--- src/design/awsp_pkg.sv ---
// Purpose: shared constants and types for the sector write command interpreter
// Assumes: one clock domain, 8-bit task file with 16-bit data register
// Notes:   offsets are register indices on the plain register port
package awsp_pkg;
   // task file offsets
   localparam logic [3:0] AWSP_OFF_DATA    = 4'h0; // sector data, write only
   localparam logic [3:0] AWSP_OFF_FEATURE = 4'h1; // feature on write, error on read
   localparam logic [3:0] AWSP_OFF_SECCNT  = 4'h2; // sector count
   localparam logic [3:0] AWSP_OFF_SECNUM  = 4'h3; // sector number, lba 7-0
   localparam logic [3:0] AWSP_OFF_CYLLO   = 4'h4; // cylinder low, lba 15-8
   localparam logic [3:0] AWSP_OFF_CYLHI   = 4'h5; // cylinder high, lba 23-16
   localparam logic [3:0] AWSP_OFF_DRVHD   = 4'h6; // drive/head, lba 27-24
   localparam logic [3:0] AWSP_OFF_CMD     = 4'h7; // opcode on write, status on read
   // system side registers
   localparam logic [3:0] AWSP_OFF_IRQSTAT = 4'h8; // sticky events, read only
   localparam logic [3:0] AWSP_OFF_IRQCLR  = 4'h9; // write one to clear
   localparam logic [3:0] AWSP_OFF_IRQEN   = 4'hA; // event enables
   localparam logic [3:0] AWSP_OFF_CONFIG  = 4'hB; // security support, frozen flag
   // opcodes
   localparam logic [7:0] AWSP_OP_WRITE_A  = 8'h30;
   localparam logic [7:0] AWSP_OP_WRITE_B  = 8'h31;
   localparam logic [7:0] AWSP_OP_WVERIFY  = 8'h3C;
   localparam logic [7:0] AWSP_OP_WEAR     = 8'hF5;
   // status bit positions
   localparam int AWSP_ST_BSY  = 7;
   localparam int AWSP_ST_DRDY = 6;
   localparam int AWSP_ST_DRQ  = 3;
   localparam int AWSP_ST_ERR  = 0;
   // error bit positions
   localparam int AWSP_ER_MEDIA = 6;
   localparam int AWSP_ER_ABRT  = 2;
   // event bit positions
   localparam int AWSP_EV_DRQ  = 0;
   localparam int AWSP_EV_DONE = 1;
   localparam int AWSP_EV_ERR  = 2;
   localparam int AWSP_EV_N    = 3;
   // config bit positions
   localparam int AWSP_CF_SECURE = 0;
   localparam int AWSP_CF_FROZEN = 1;
   // misc values
   localparam int          AWSP_LBA_MODE_BIT = 6;
   localparam int          AWSP_WORDS_DEF    = 256;
   localparam logic [7:0]  AWSP_SECCNT_ONE   = 8'h01;
   localparam logic [7:0]  AWSP_SECCNT_NONE  = 8'h00;
   localparam logic [27:0] AWSP_LBA_STEP     = 28'h000_0001;
   // command sequencer states
   typedef enum logic [2:0] {
      AWSP_S_IDLE   = 3'b000,
      AWSP_S_START  = 3'b001,
      AWSP_S_DRQ    = 3'b010,
      AWSP_S_WRITE  = 3'b011,
      AWSP_S_VERIFY = 3'b100,
      AWSP_S_NEXT   = 3'b101
   } awsp_state_t;
endpackage

--- src/design/awsp_sticky_bit.sv ---
// Purpose: one sticky flag, set by hardware and cleared by software
// Assumes: set and clear are single-cycle strobes in the clk domain
// Notes:   a set in the cycle of a clear wins
`timescale 1ns/1ps
`default_nettype none
module awsp_sticky_bit (
   input  wire logic clk,
   input  wire logic resetn,
   input  wire logic set,
   input  wire logic clr,
   output logic      q
);
   // set has priority so an event is never lost
   always_ff @(posedge clk or negedge resetn) begin
      if (!resetn) begin
         q <= 1'b0;
      end else if (set) begin
         q <= 1'b1;
      end else if (clr) begin
         q <= 1'b0;
      end
   end
endmodule
`default_nettype wire

--- src/design/awsp_word_counter.sv ---
// Purpose: counts data words of one sector and flags the last one
// Assumes: step is one cycle per word written
// Notes:   clear restarts the count at zero
`timescale 1ns/1ps
`default_nettype none
module awsp_word_counter #(
   parameter int WORDS = 256
) (
   input  wire logic clk,
   input  wire logic resetn,
   input  wire logic clear,
   input  wire logic step,
   output logic      last
);
   localparam int CW = $clog2(WORDS);
   localparam logic [CW-1:0] LAST_IDX = CW'(WORDS - 1);
   logic [CW-1:0] count_reg; // words taken so far

   // refuse a sector of fewer than two words
   if (WORDS < 2) begin : g_chk
      $error("awsp_word_counter: WORDS must be at least 2");
   end

   // word count, wraps to zero after the last word
   always_ff @(posedge clk or negedge resetn) begin
      if (!resetn) begin
         count_reg <= '0;
      end else if (clear) begin
         count_reg <= '0;
      end else if (step) begin
         count_reg <= (count_reg == LAST_IDX) ? '0 : count_reg + 1'b1;
      end
   end

   assign last = step && (count_reg == LAST_IDX);
endmodule
`default_nettype wire

--- src/design/awsp_core.sv ---
// Purpose: device side of the sector write commands on a task file
// Assumes: media back end answers each request with one done pulse
// Notes:   task file writes other than data are ignored while a command is running
`timescale 1ns/1ps
`default_nettype none
// Overview of operation
// - opcodes 30h/31h write 1-256 sectors, 0=256
// - start at task file address, consecutive sectors
// - set busy, then drq without busy
// - no interrupt before the first sector
// - after a sector, busy up, drq down
// - next sector ready: drq, no busy, interrupt
// - last sector written: busy down, interrupt
// - error stops at failing sector, address kept
// - sector count holds sectors still remaining
// - opcode 3Ch also verifies each written sector
// - lba split over head, cylinders, sector number
// - f5h without security: no-op, count 00h
// - f5h with security: freeze lock
// - error ends command, later sectors not taken
module awsp_core
   import awsp_pkg::*;
#(
   parameter int WORDS_PER_SECTOR = AWSP_WORDS_DEF
) (
   input  wire logic        clk,
   input  wire logic        resetn,
   input  wire logic [3:0]  reg_addr,
   input  wire logic [15:0] reg_wdata,
   input  wire logic        reg_wr,
   input  wire logic        reg_rd,
   output logic      [15:0] reg_rdata,
   output logic             intrq,
   output logic             irq,
   output logic             media_req,
   output logic             media_verify,
   output logic      [27:0] media_lba,
   output logic      [15:0] media_wdata,
   output logic             media_wvalid,
   input  wire logic        media_done,
   input  wire logic        media_err
);
   awsp_state_t state_reg;          // command sequencer state
   logic [7:0]  feature_reg;        // feature byte, kept for software
   logic [7:0]  sector_count_reg;   // sectors left, 0 means 256
   logic [7:0]  sector_number_reg;  // lba 7-0
   logic [7:0]  cylinder_low_reg;   // lba 15-8
   logic [7:0]  cylinder_high_reg;  // lba 23-16
   logic [7:0]  drive_head_reg;     // lba 27-24 in low nibble
   logic [7:0]  opcode_reg;         // last accepted opcode
   logic [7:0]  error_reg;          // error bits of the last command
   logic        err_flag_reg;       // status err bit
   logic        bsy_reg;            // status busy
   logic        drq_reg;            // status data request
   logic        verify_mode_reg;    // command verifies each sector
   logic        intrq_reg;          // host interrupt level
   logic        secure_reg;         // security feature set present
   logic        frozen_reg;         // freeze lock taken
   logic [AWSP_EV_N-1:0] irq_en_reg;  // event enables
   logic [AWSP_EV_N-1:0] irq_stat;    // sticky events
   logic [AWSP_EV_N-1:0] ev_set;      // event pulses this cycle
   logic [15:0] rdata_reg;          // read answer
   logic        irq_reg;            // system interrupt level
   logic        media_req_reg;      // media request pulse
   logic        media_verify_reg;   // request is a verify pass
   logic [15:0] media_wdata_reg;    // data word to media
   logic        media_wvalid_reg;   // data word strobe
   logic        word_last;          // last word of the sector taken
   logic [27:0] lba;                // current sector address
   logic [27:0] lba_next;           // following sector address

   // strobes decoded from the register port
   logic wr_cmd, wr_data, rd_status, wr_irqclr, tf_open;
   assign tf_open   = (state_reg == AWSP_S_IDLE);
   assign wr_cmd    = reg_wr && (reg_addr == AWSP_OFF_CMD) && tf_open;
   assign wr_data   = reg_wr && (reg_addr == AWSP_OFF_DATA) && drq_reg;
   assign rd_status = reg_rd && (reg_addr == AWSP_OFF_CMD);
   assign wr_irqclr = reg_wr && (reg_addr == AWSP_OFF_IRQCLR);

   // address assembly across the task file
   assign lba      = {drive_head_reg[3:0], cylinder_high_reg, cylinder_low_reg,
                      sector_number_reg};
   assign lba_next = lba + AWSP_LBA_STEP;

   // opcode classes
   logic op_write, op_wear;
   assign op_write = (reg_wdata[7:0] == AWSP_OP_WRITE_A) ||
                     (reg_wdata[7:0] == AWSP_OP_WRITE_B) ||
                     (reg_wdata[7:0] == AWSP_OP_WVERIFY);
   assign op_wear  = (reg_wdata[7:0] == AWSP_OP_WEAR);

   // media answer outcome
   logic media_fail, media_ok;
   assign media_fail = media_done && media_err;
   assign media_ok   = media_done && !media_err;
   logic last_sector;
   assign last_sector = (sector_count_reg == AWSP_SECCNT_ONE);

   // sector word counter
   awsp_word_counter #(
      .WORDS (WORDS_PER_SECTOR)
   ) u_words (
      .clk    (clk),
      .resetn (resetn),
      .clear  (wr_cmd),
      .step   (wr_data),
      .last   (word_last)
   );

   // command sequencer with busy and drq flags
   always_ff @(posedge clk or negedge resetn) begin
      if (!resetn) begin
         state_reg       <= AWSP_S_IDLE;
         bsy_reg         <= 1'b0;
         drq_reg         <= 1'b0;
         verify_mode_reg <= 1'b0;
      end else begin
         unique case (state_reg)
            AWSP_S_IDLE: begin
               // a write opcode raises busy first
               if (wr_cmd && op_write) begin
                  state_reg       <= AWSP_S_START;
                  bsy_reg         <= 1'b1;
                  verify_mode_reg <= (reg_wdata[7:0] == AWSP_OP_WVERIFY);
               end
            end
            AWSP_S_START: begin
               // open the first sector without an interrupt
               state_reg <= AWSP_S_DRQ;
               bsy_reg   <= 1'b0;
               drq_reg   <= 1'b1;
            end
            AWSP_S_DRQ: begin
               // buffer full: busy while the sector is written
               if (word_last) begin
                  state_reg <= AWSP_S_WRITE;
                  bsy_reg   <= 1'b1;
                  drq_reg   <= 1'b0;
               end
            end
            AWSP_S_WRITE: begin
               if (media_fail) begin
                  // stop at the failing sector
                  state_reg <= AWSP_S_IDLE;
                  bsy_reg   <= 1'b0;
               end else if (media_ok) begin
                  state_reg <= verify_mode_reg ? AWSP_S_VERIFY : AWSP_S_NEXT;
               end
            end
            AWSP_S_VERIFY: begin
               if (media_fail) begin
                  state_reg <= AWSP_S_IDLE;
                  bsy_reg   <= 1'b0;
               end else if (media_ok) begin
                  state_reg <= AWSP_S_NEXT;
               end
            end
            AWSP_S_NEXT: begin
               bsy_reg <= 1'b0;
               if (last_sector) begin
                  state_reg <= AWSP_S_IDLE;
               end else begin
                  state_reg <= AWSP_S_DRQ;
                  drq_reg   <= 1'b1;
               end
            end
            default: begin
               state_reg <= AWSP_S_IDLE;
               bsy_reg   <= 1'b0;
               drq_reg   <= 1'b0;
            end
         endcase
      end
   end

   // task file address and count; software loads only while idle
   always_ff @(posedge clk or negedge resetn) begin
      if (!resetn) begin
         feature_reg       <= '0;
         sector_count_reg  <= '0;
         sector_number_reg <= '0;
         cylinder_low_reg  <= '0;
         cylinder_high_reg <= '0;
         drive_head_reg    <= '0;
      end else if (reg_wr && tf_open) begin
         unique case (reg_addr)
            AWSP_OFF_FEATURE: feature_reg       <= reg_wdata[7:0];
            AWSP_OFF_SECCNT:  sector_count_reg  <= reg_wdata[7:0];
            AWSP_OFF_SECNUM:  sector_number_reg <= reg_wdata[7:0];
            AWSP_OFF_CYLLO:   cylinder_low_reg  <= reg_wdata[7:0];
            AWSP_OFF_CYLHI:   cylinder_high_reg <= reg_wdata[7:0];
            AWSP_OFF_DRVHD:   drive_head_reg    <= reg_wdata[7:0];
            // wear level without security reports no levelling needed
            AWSP_OFF_CMD: if (op_wear && !secure_reg) begin
               sector_count_reg <= AWSP_SECCNT_NONE;
            end
            default: ;
         endcase
      end else if (state_reg == AWSP_S_NEXT && !last_sector) begin
         // advance to the next sector; on error nothing moves
         sector_count_reg  <= sector_count_reg - AWSP_SECCNT_ONE;
         sector_number_reg <= lba_next[7:0];
         cylinder_low_reg  <= lba_next[15:8];
         cylinder_high_reg <= lba_next[23:16];
         drive_head_reg    <= {drive_head_reg[7:4], lba_next[27:24]};
      end else if (state_reg == AWSP_S_NEXT) begin
         sector_count_reg <= AWSP_SECCNT_NONE;
      end
   end

   // opcode, error byte and freeze lock
   always_ff @(posedge clk or negedge resetn) begin
      if (!resetn) begin
         opcode_reg   <= '0;
         error_reg    <= '0;
         err_flag_reg <= 1'b0;
         frozen_reg   <= 1'b0;
      end else if (wr_cmd) begin
         opcode_reg   <= reg_wdata[7:0];
         error_reg    <= '0;
         err_flag_reg <= !(op_write || op_wear);
         error_reg[AWSP_ER_ABRT] <= !(op_write || op_wear);
         if (op_wear && secure_reg) begin
            frozen_reg <= 1'b1;
         end
      end else if (media_fail && (state_reg == AWSP_S_WRITE ||
                                  state_reg == AWSP_S_VERIFY)) begin
         err_flag_reg             <= 1'b1;
         error_reg[AWSP_ER_MEDIA] <= 1'b1;
      end
   end

   // event pulses
   always_comb begin
      ev_set = '0;
      ev_set[AWSP_EV_DRQ]  = (state_reg == AWSP_S_NEXT) && !last_sector;
      ev_set[AWSP_EV_DONE] = ((state_reg == AWSP_S_NEXT) && last_sector) ||
                             (wr_cmd && !op_write);
      ev_set[AWSP_EV_ERR]  = media_fail && (state_reg == AWSP_S_WRITE ||
                                            state_reg == AWSP_S_VERIFY);
   end

   // host interrupt level, cleared by a status read, set wins
   always_ff @(posedge clk or negedge resetn) begin
      if (!resetn) begin
         intrq_reg <= 1'b0;
      end else if (|ev_set) begin
         intrq_reg <= 1'b1;
      end else if (rd_status) begin
         intrq_reg <= 1'b0;
      end
   end

   // sticky event flags for the system interrupt
   for (genvar i = 0; i < AWSP_EV_N; i++) begin : g_ev
      awsp_sticky_bit u_bit (
         .clk    (clk),
         .resetn (resetn),
         .set    (ev_set[i]),
         .clr    (wr_irqclr && reg_wdata[i]),
         .q      (irq_stat[i])
      );
   end

   // enables, security option and system interrupt level
   always_ff @(posedge clk or negedge resetn) begin
      if (!resetn) begin
         irq_en_reg <= '0;
         secure_reg <= 1'b0;
         irq_reg    <= 1'b0;
      end else begin
         if (reg_wr && reg_addr == AWSP_OFF_IRQEN) begin
            irq_en_reg <= reg_wdata[AWSP_EV_N-1:0];
         end
         if (reg_wr && reg_addr == AWSP_OFF_CONFIG && tf_open) begin
            secure_reg <= reg_wdata[AWSP_CF_SECURE];
         end
         irq_reg <= |(irq_stat & irq_en_reg);
      end
   end

   // media requests and data stream
   always_ff @(posedge clk or negedge resetn) begin
      if (!resetn) begin
         media_req_reg    <= 1'b0;
         media_verify_reg <= 1'b0;
         media_wdata_reg  <= '0;
         media_wvalid_reg <= 1'b0;
      end else begin
         media_wvalid_reg <= wr_data;
         if (wr_data) begin
            media_wdata_reg <= reg_wdata;
         end
         // one request per write pass and per verify pass
         media_req_reg    <= (state_reg == AWSP_S_DRQ && word_last) ||
                             (state_reg == AWSP_S_WRITE && media_ok && verify_mode_reg);
         media_verify_reg <= (state_reg == AWSP_S_WRITE && media_ok) ? verify_mode_reg :
                             (state_reg == AWSP_S_DRQ) ? 1'b0 : media_verify_reg;
      end
   end

   // read answer, one cycle after the strobe
   always_ff @(posedge clk or negedge resetn) begin
      if (!resetn) begin
         rdata_reg <= '0;
      end else begin
         rdata_reg <= '0;
         if (reg_rd) begin
            unique case (reg_addr)
               AWSP_OFF_FEATURE: rdata_reg[7:0] <= error_reg;
               AWSP_OFF_SECCNT:  rdata_reg[7:0] <= sector_count_reg;
               AWSP_OFF_SECNUM:  rdata_reg[7:0] <= sector_number_reg;
               AWSP_OFF_CYLLO:   rdata_reg[7:0] <= cylinder_low_reg;
               AWSP_OFF_CYLHI:   rdata_reg[7:0] <= cylinder_high_reg;
               AWSP_OFF_DRVHD:   rdata_reg[7:0] <= drive_head_reg;
               AWSP_OFF_CMD: begin
                  rdata_reg[AWSP_ST_BSY]  <= bsy_reg;
                  rdata_reg[AWSP_ST_DRDY] <= !bsy_reg;
                  rdata_reg[AWSP_ST_DRQ]  <= drq_reg;
                  rdata_reg[AWSP_ST_ERR]  <= err_flag_reg;
               end
               AWSP_OFF_IRQSTAT: rdata_reg[AWSP_EV_N-1:0] <= irq_stat;
               AWSP_OFF_IRQEN:   rdata_reg[AWSP_EV_N-1:0] <= irq_en_reg;
               AWSP_OFF_CONFIG: begin
                  rdata_reg[AWSP_CF_SECURE] <= secure_reg;
                  rdata_reg[AWSP_CF_FROZEN] <= frozen_reg;
               end
               default: ;
            endcase
         end
      end
   end

   // outputs straight from flip-flops
   assign reg_rdata    = rdata_reg;
   assign intrq        = intrq_reg;
   assign irq          = irq_reg;
   assign media_req    = media_req_reg;
   assign media_verify = media_verify_reg;
   assign media_lba    = lba;
   assign media_wdata  = media_wdata_reg;
   assign media_wvalid = media_wvalid_reg;
endmodule
`default_nettype wire

--- config.mk ---
export PLATFORM = sky130hd
export DESIGN_NAME = awsp_core
export DESIGN_NICKNAME = d
export VERILOG_FILES = /design/src/design/awsp_pkg.sv /design/src/design/awsp_sticky_bit.sv /design/src/design/awsp_word_counter.sv /design/src/design/awsp_core.sv
export SDC_FILE = /design/constraint.sdc
export NUM_CORES = 1
export LEC_CHECK = 0
export BUFFER_PORTS_ARGS = -buffer_cell sky130_fd_sc_hd__buf_2
export CORE_MARGIN = 10
export CORE_UTILIZATION = 43
export CTS_CLUSTER_SIZE = 10
export DETAILED_ROUTE_END_ITERATION = 10
export PLACE_DENSITY = 0.72
export SYNTH_ARGS = -nofsm -noshare
export SYNTH_HDL_FRONTEND = slang
export SYNTH_SLANG_ARGS = --single-unit
--- constraint.sdc ---
create_clock -name clk -period 2.2 [get_ports clk]
set_input_delay 0.44 -clock clk [delete_from_list [all_inputs] [get_ports clk]]
set_output_delay 0.44 -clock clk [all_outputs]
set_load 0.05 [all_outputs]
==> impl_metrics.env <==
export IMPL_fin_crit_sh=0.967
export IMPL_grt_max_degree=45
export IMPL_clkPwrFrac=0.388
export IMPL_clockBufferDepth=2
export IMPL_dp_hpwl_um=13700
export IMPL_ys_seq_area_frac=0.428
export IMPL_vias=5473
export IMPL_ys_warnings_count=0
export IMPL_end_kind="register"
export IMPL_p_int_uw=2950
export IMPL_synth_area_per_cell_um2=8.76
export IMPL_syn_to_final_growth_pct=21.4
export IMPL_cts_inserted_buffers=9
export IMPL_drc=0
export IMPL_pwr_share_comb=0.168
export IMPL_critPathMaxStageDelay_ns=0.55
export IMPL_rsz0062_at_grt="false"
export IMPL_p_sw_frac=0.320
export IMPL_track_usage=0.208
export IMPL_post_synth_num_cell_types=72
export IMPL_async_reset_ff_frac=1.00
export IMPL_drt_wl_total_um=18500
export IMPL_crit_type="reg2reg"
export IMPL_largest_reg_flops=16
export IMPL_core_area_um2=12600
export IMPL_nets=762
export IMPL_synth_top_cell_by_area="dfrtp_1"
export IMPL_synthCells=627
export IMPL_portBuffers=82
export IMPL_power_leakage_uw=0.00314
export IMPL_crit_slowest_cell="or4_1"
export IMPL_routed_via_density=6.02
export IMPL_antenna_found_initial=0
export IMPL_cts_resized=0
export IMPL_synth_top_area_share=0.428
export IMPL_cts_hold_buf=0
export IMPL_min_period_ns=2.13
export IMPL_worstMarginPinSlew_ns=0.663
export IMPL_cts_tree="done"
export IMPL_p_switching_uw=1390
export IMPL_grt_pass1_wl_um=29600
export IMPL_firstDrtPassIters=5
export IMPL_h_tree_depth=3
export IMPL_final_common_cell="nand2_1"
export IMPL_drv_cap=0
export IMPL_cts_reportedPaths_clkPinSlew_ns=0.07
export IMPL_cts_root_buffer="clkbuf_16"
export IMPL_crit_chain="or4_1 -> o31a_1 -> buf_4 -> a21oi_4 -> nor3_1 -> nor4b_2"
export IMPL_chipHeight_um=133
export IMPL_hold_violations=0
export IMPL_setup_viol=0
export IMPL_clock_latency_ns=0.37
export IMPL_postCtsSetupBuffers=0
export IMPL_synth_edf_count=0
export IMPL_worstPathRequired_ns=2.47
export IMPL_start_kind="register"
export IMPL_routedWlPerCell_um=20.3
export IMPL_clock_skew_final_ns=0.00987
export IMPL_timing_setup_tns_ns=0
export IMPL_cp_num_buf_inv=1
export IMPL_power_density_nw_per_um2=652
export IMPL_clock_sinks=94
export IMPL_yosys_register_bits=94
export IMPL_arrival_ns=2.40
export IMPL_drive_above_1_share=0.243
export IMPL_max_freq_ghz=0.470
export IMPL_initial_utilization=0.437
export IMPL_ios=91
export IMPL_fp_dieW_um=133
export IMPL_utilization=0.530
export IMPL_ir_worst_vdd_uv=439
export IMPL_antenna_cells=0
export IMPL_drtIter0Drc=705
export IMPL_critPathTopFamily="simple AND/OR/NAND/NOR gates"
export IMPL_hp_class="in2async"
export IMPL_synthTopCellsByArea="dfrtp_1 (43%), nand2_1 (6.7%), a21oi_1 (4.3%), nor2_1 (3.7%), o21ai_0 (3.3%)"
export IMPL_cp_max_fo=9
export IMPL_seq_power_share=0.444
export IMPL_grt_pass1_vias=5350
export IMPL_outcome="complete, no violations"
export IMPL_power_total_uw=4350
export IMPL_place_gp_congestion=0.986
export IMPL_grt_ovfl_total=0
export IMPL_die_area_um2=17700
export IMPL_synthFlopType="dfrtp_1"
export IMPL_ant_nets=0
export IMPL_syn_cell_area_um2=5490
export IMPL_most_common_layout_cells="nand2_1 (98), dfrtp_1 (94), buf_2 (81), buf_4 (57), nor2_1 (54)"
export IMPL_slew_violations=0
export IMPL_slew_headroom=0.555
export IMPL_num_rows=41
==> through the flow <==
| step | cell area (µm²) | hold slack [ns] | setup WS (ns) | cells |
|---|---|---|---|---|
| after floorplan | 5520 | 0.144 | 0.0955 | 634 |
| after global placement | 6350 | 0.453 | 0.154 | 893 |
| after detailed placement | 6350 | 0.459 | 0.110 | 893 |
| after CTS | 6660 | 0.0826 | 0.0897 | 909 |
| after global routing | 6660 | 0.0951 | 0.0178 | 909 |
| final | 6660 | 0.0650 | 0.0732 | 909 |
==> cell families (layout without fill, tap and decap cells) <==
family          after synthesis  count (layout)  share of synthesized area
mux                          13              13                     0.0255
simple gates                258             258                      0.235
other cells                   1               8                   0.000683
buf+inv                      65             168                     0.0574
fa+ha+maj                     4               4                    0.00912
compound gates              185             185                      0.232
flops                        94              94                      0.428
xor+xnor                      7               7                     0.0112
==> layer usage <==
metal,wire [µm],global-route usage,vias up
met5,0,0,-
met4,527,0.0935,0
met3,1460,0.0515,35
met2,8610,0.326,259
met1,7880,0.264,2693
li1,-,-,2486
==> final cells by class <==
type	instances	area, µm²
Clock inverter	6	73.8
Clock buffer	10	239
Tap cell	172	215
Timing Repair Buffer	141	893
Fill cell	1175	5900
Inverter	11	41.3
Sequential cell	94	2350
Multi-Input combinational cell	475	2850
==> cells in the mapped netlist, types with 9 or more instances <==
| cell | count |
|---|---|
| a31oi_1 | 12 |
| clkbuf_1 | 28 |
| dfrtp_1 | 94 |
| buf_2 | 9 |
| o21ai_0 | 36 |
| nand3_1 | 22 |
| nand2_1 | 98 |
| a22oi_1 | 15 |
| nor2_1 | 54 |
| and3_1 | 9 |
| a21oi_1 | 47 |
| inv_1 | 10 |
| buf_4 | 12 |
| nand2b_1 | 13 |
==> power groups by stage <==
| stage | clock [µW] | sequential (µW) | combinational, µW |
|---|---|---|---|
| 4_1_cts | 1700 | 1930 | 734 |
| 3_5_place_dp | 0 | 1960 | 732 |
| 5_1_grt | 1790 | 1940 | 781 |
| 2_1_floorplan | 0 | 2210 | 226 |
| 6_report | 1690 | 1930 | 730 |
| 3_3_place_gp | 0 | 1950 | 720 |
==> final timing paths <==
path                                          start                   end  slack [ns]  cells past startpoint
worst max-delay path            sector_count_reg[6]  cylinder_high_reg[7]        0.07                      6
worst min-delay path                         resetn        media_wdata[6]        0.06                      1
worst max register to register  sector_count_reg[6]  cylinder_high_reg[7]        0.07                      6
worst min register to register      media_wdata[13]       media_wdata[13]        0.47                      2
max in group asynchronous                    resetn  cylinder_high_reg[0]        1.53                      2
min in group clk                       reg_wdata[9]        media_wdata[9]        0.26                      3
Note: power is estimated with default switching activity, not from simulation.
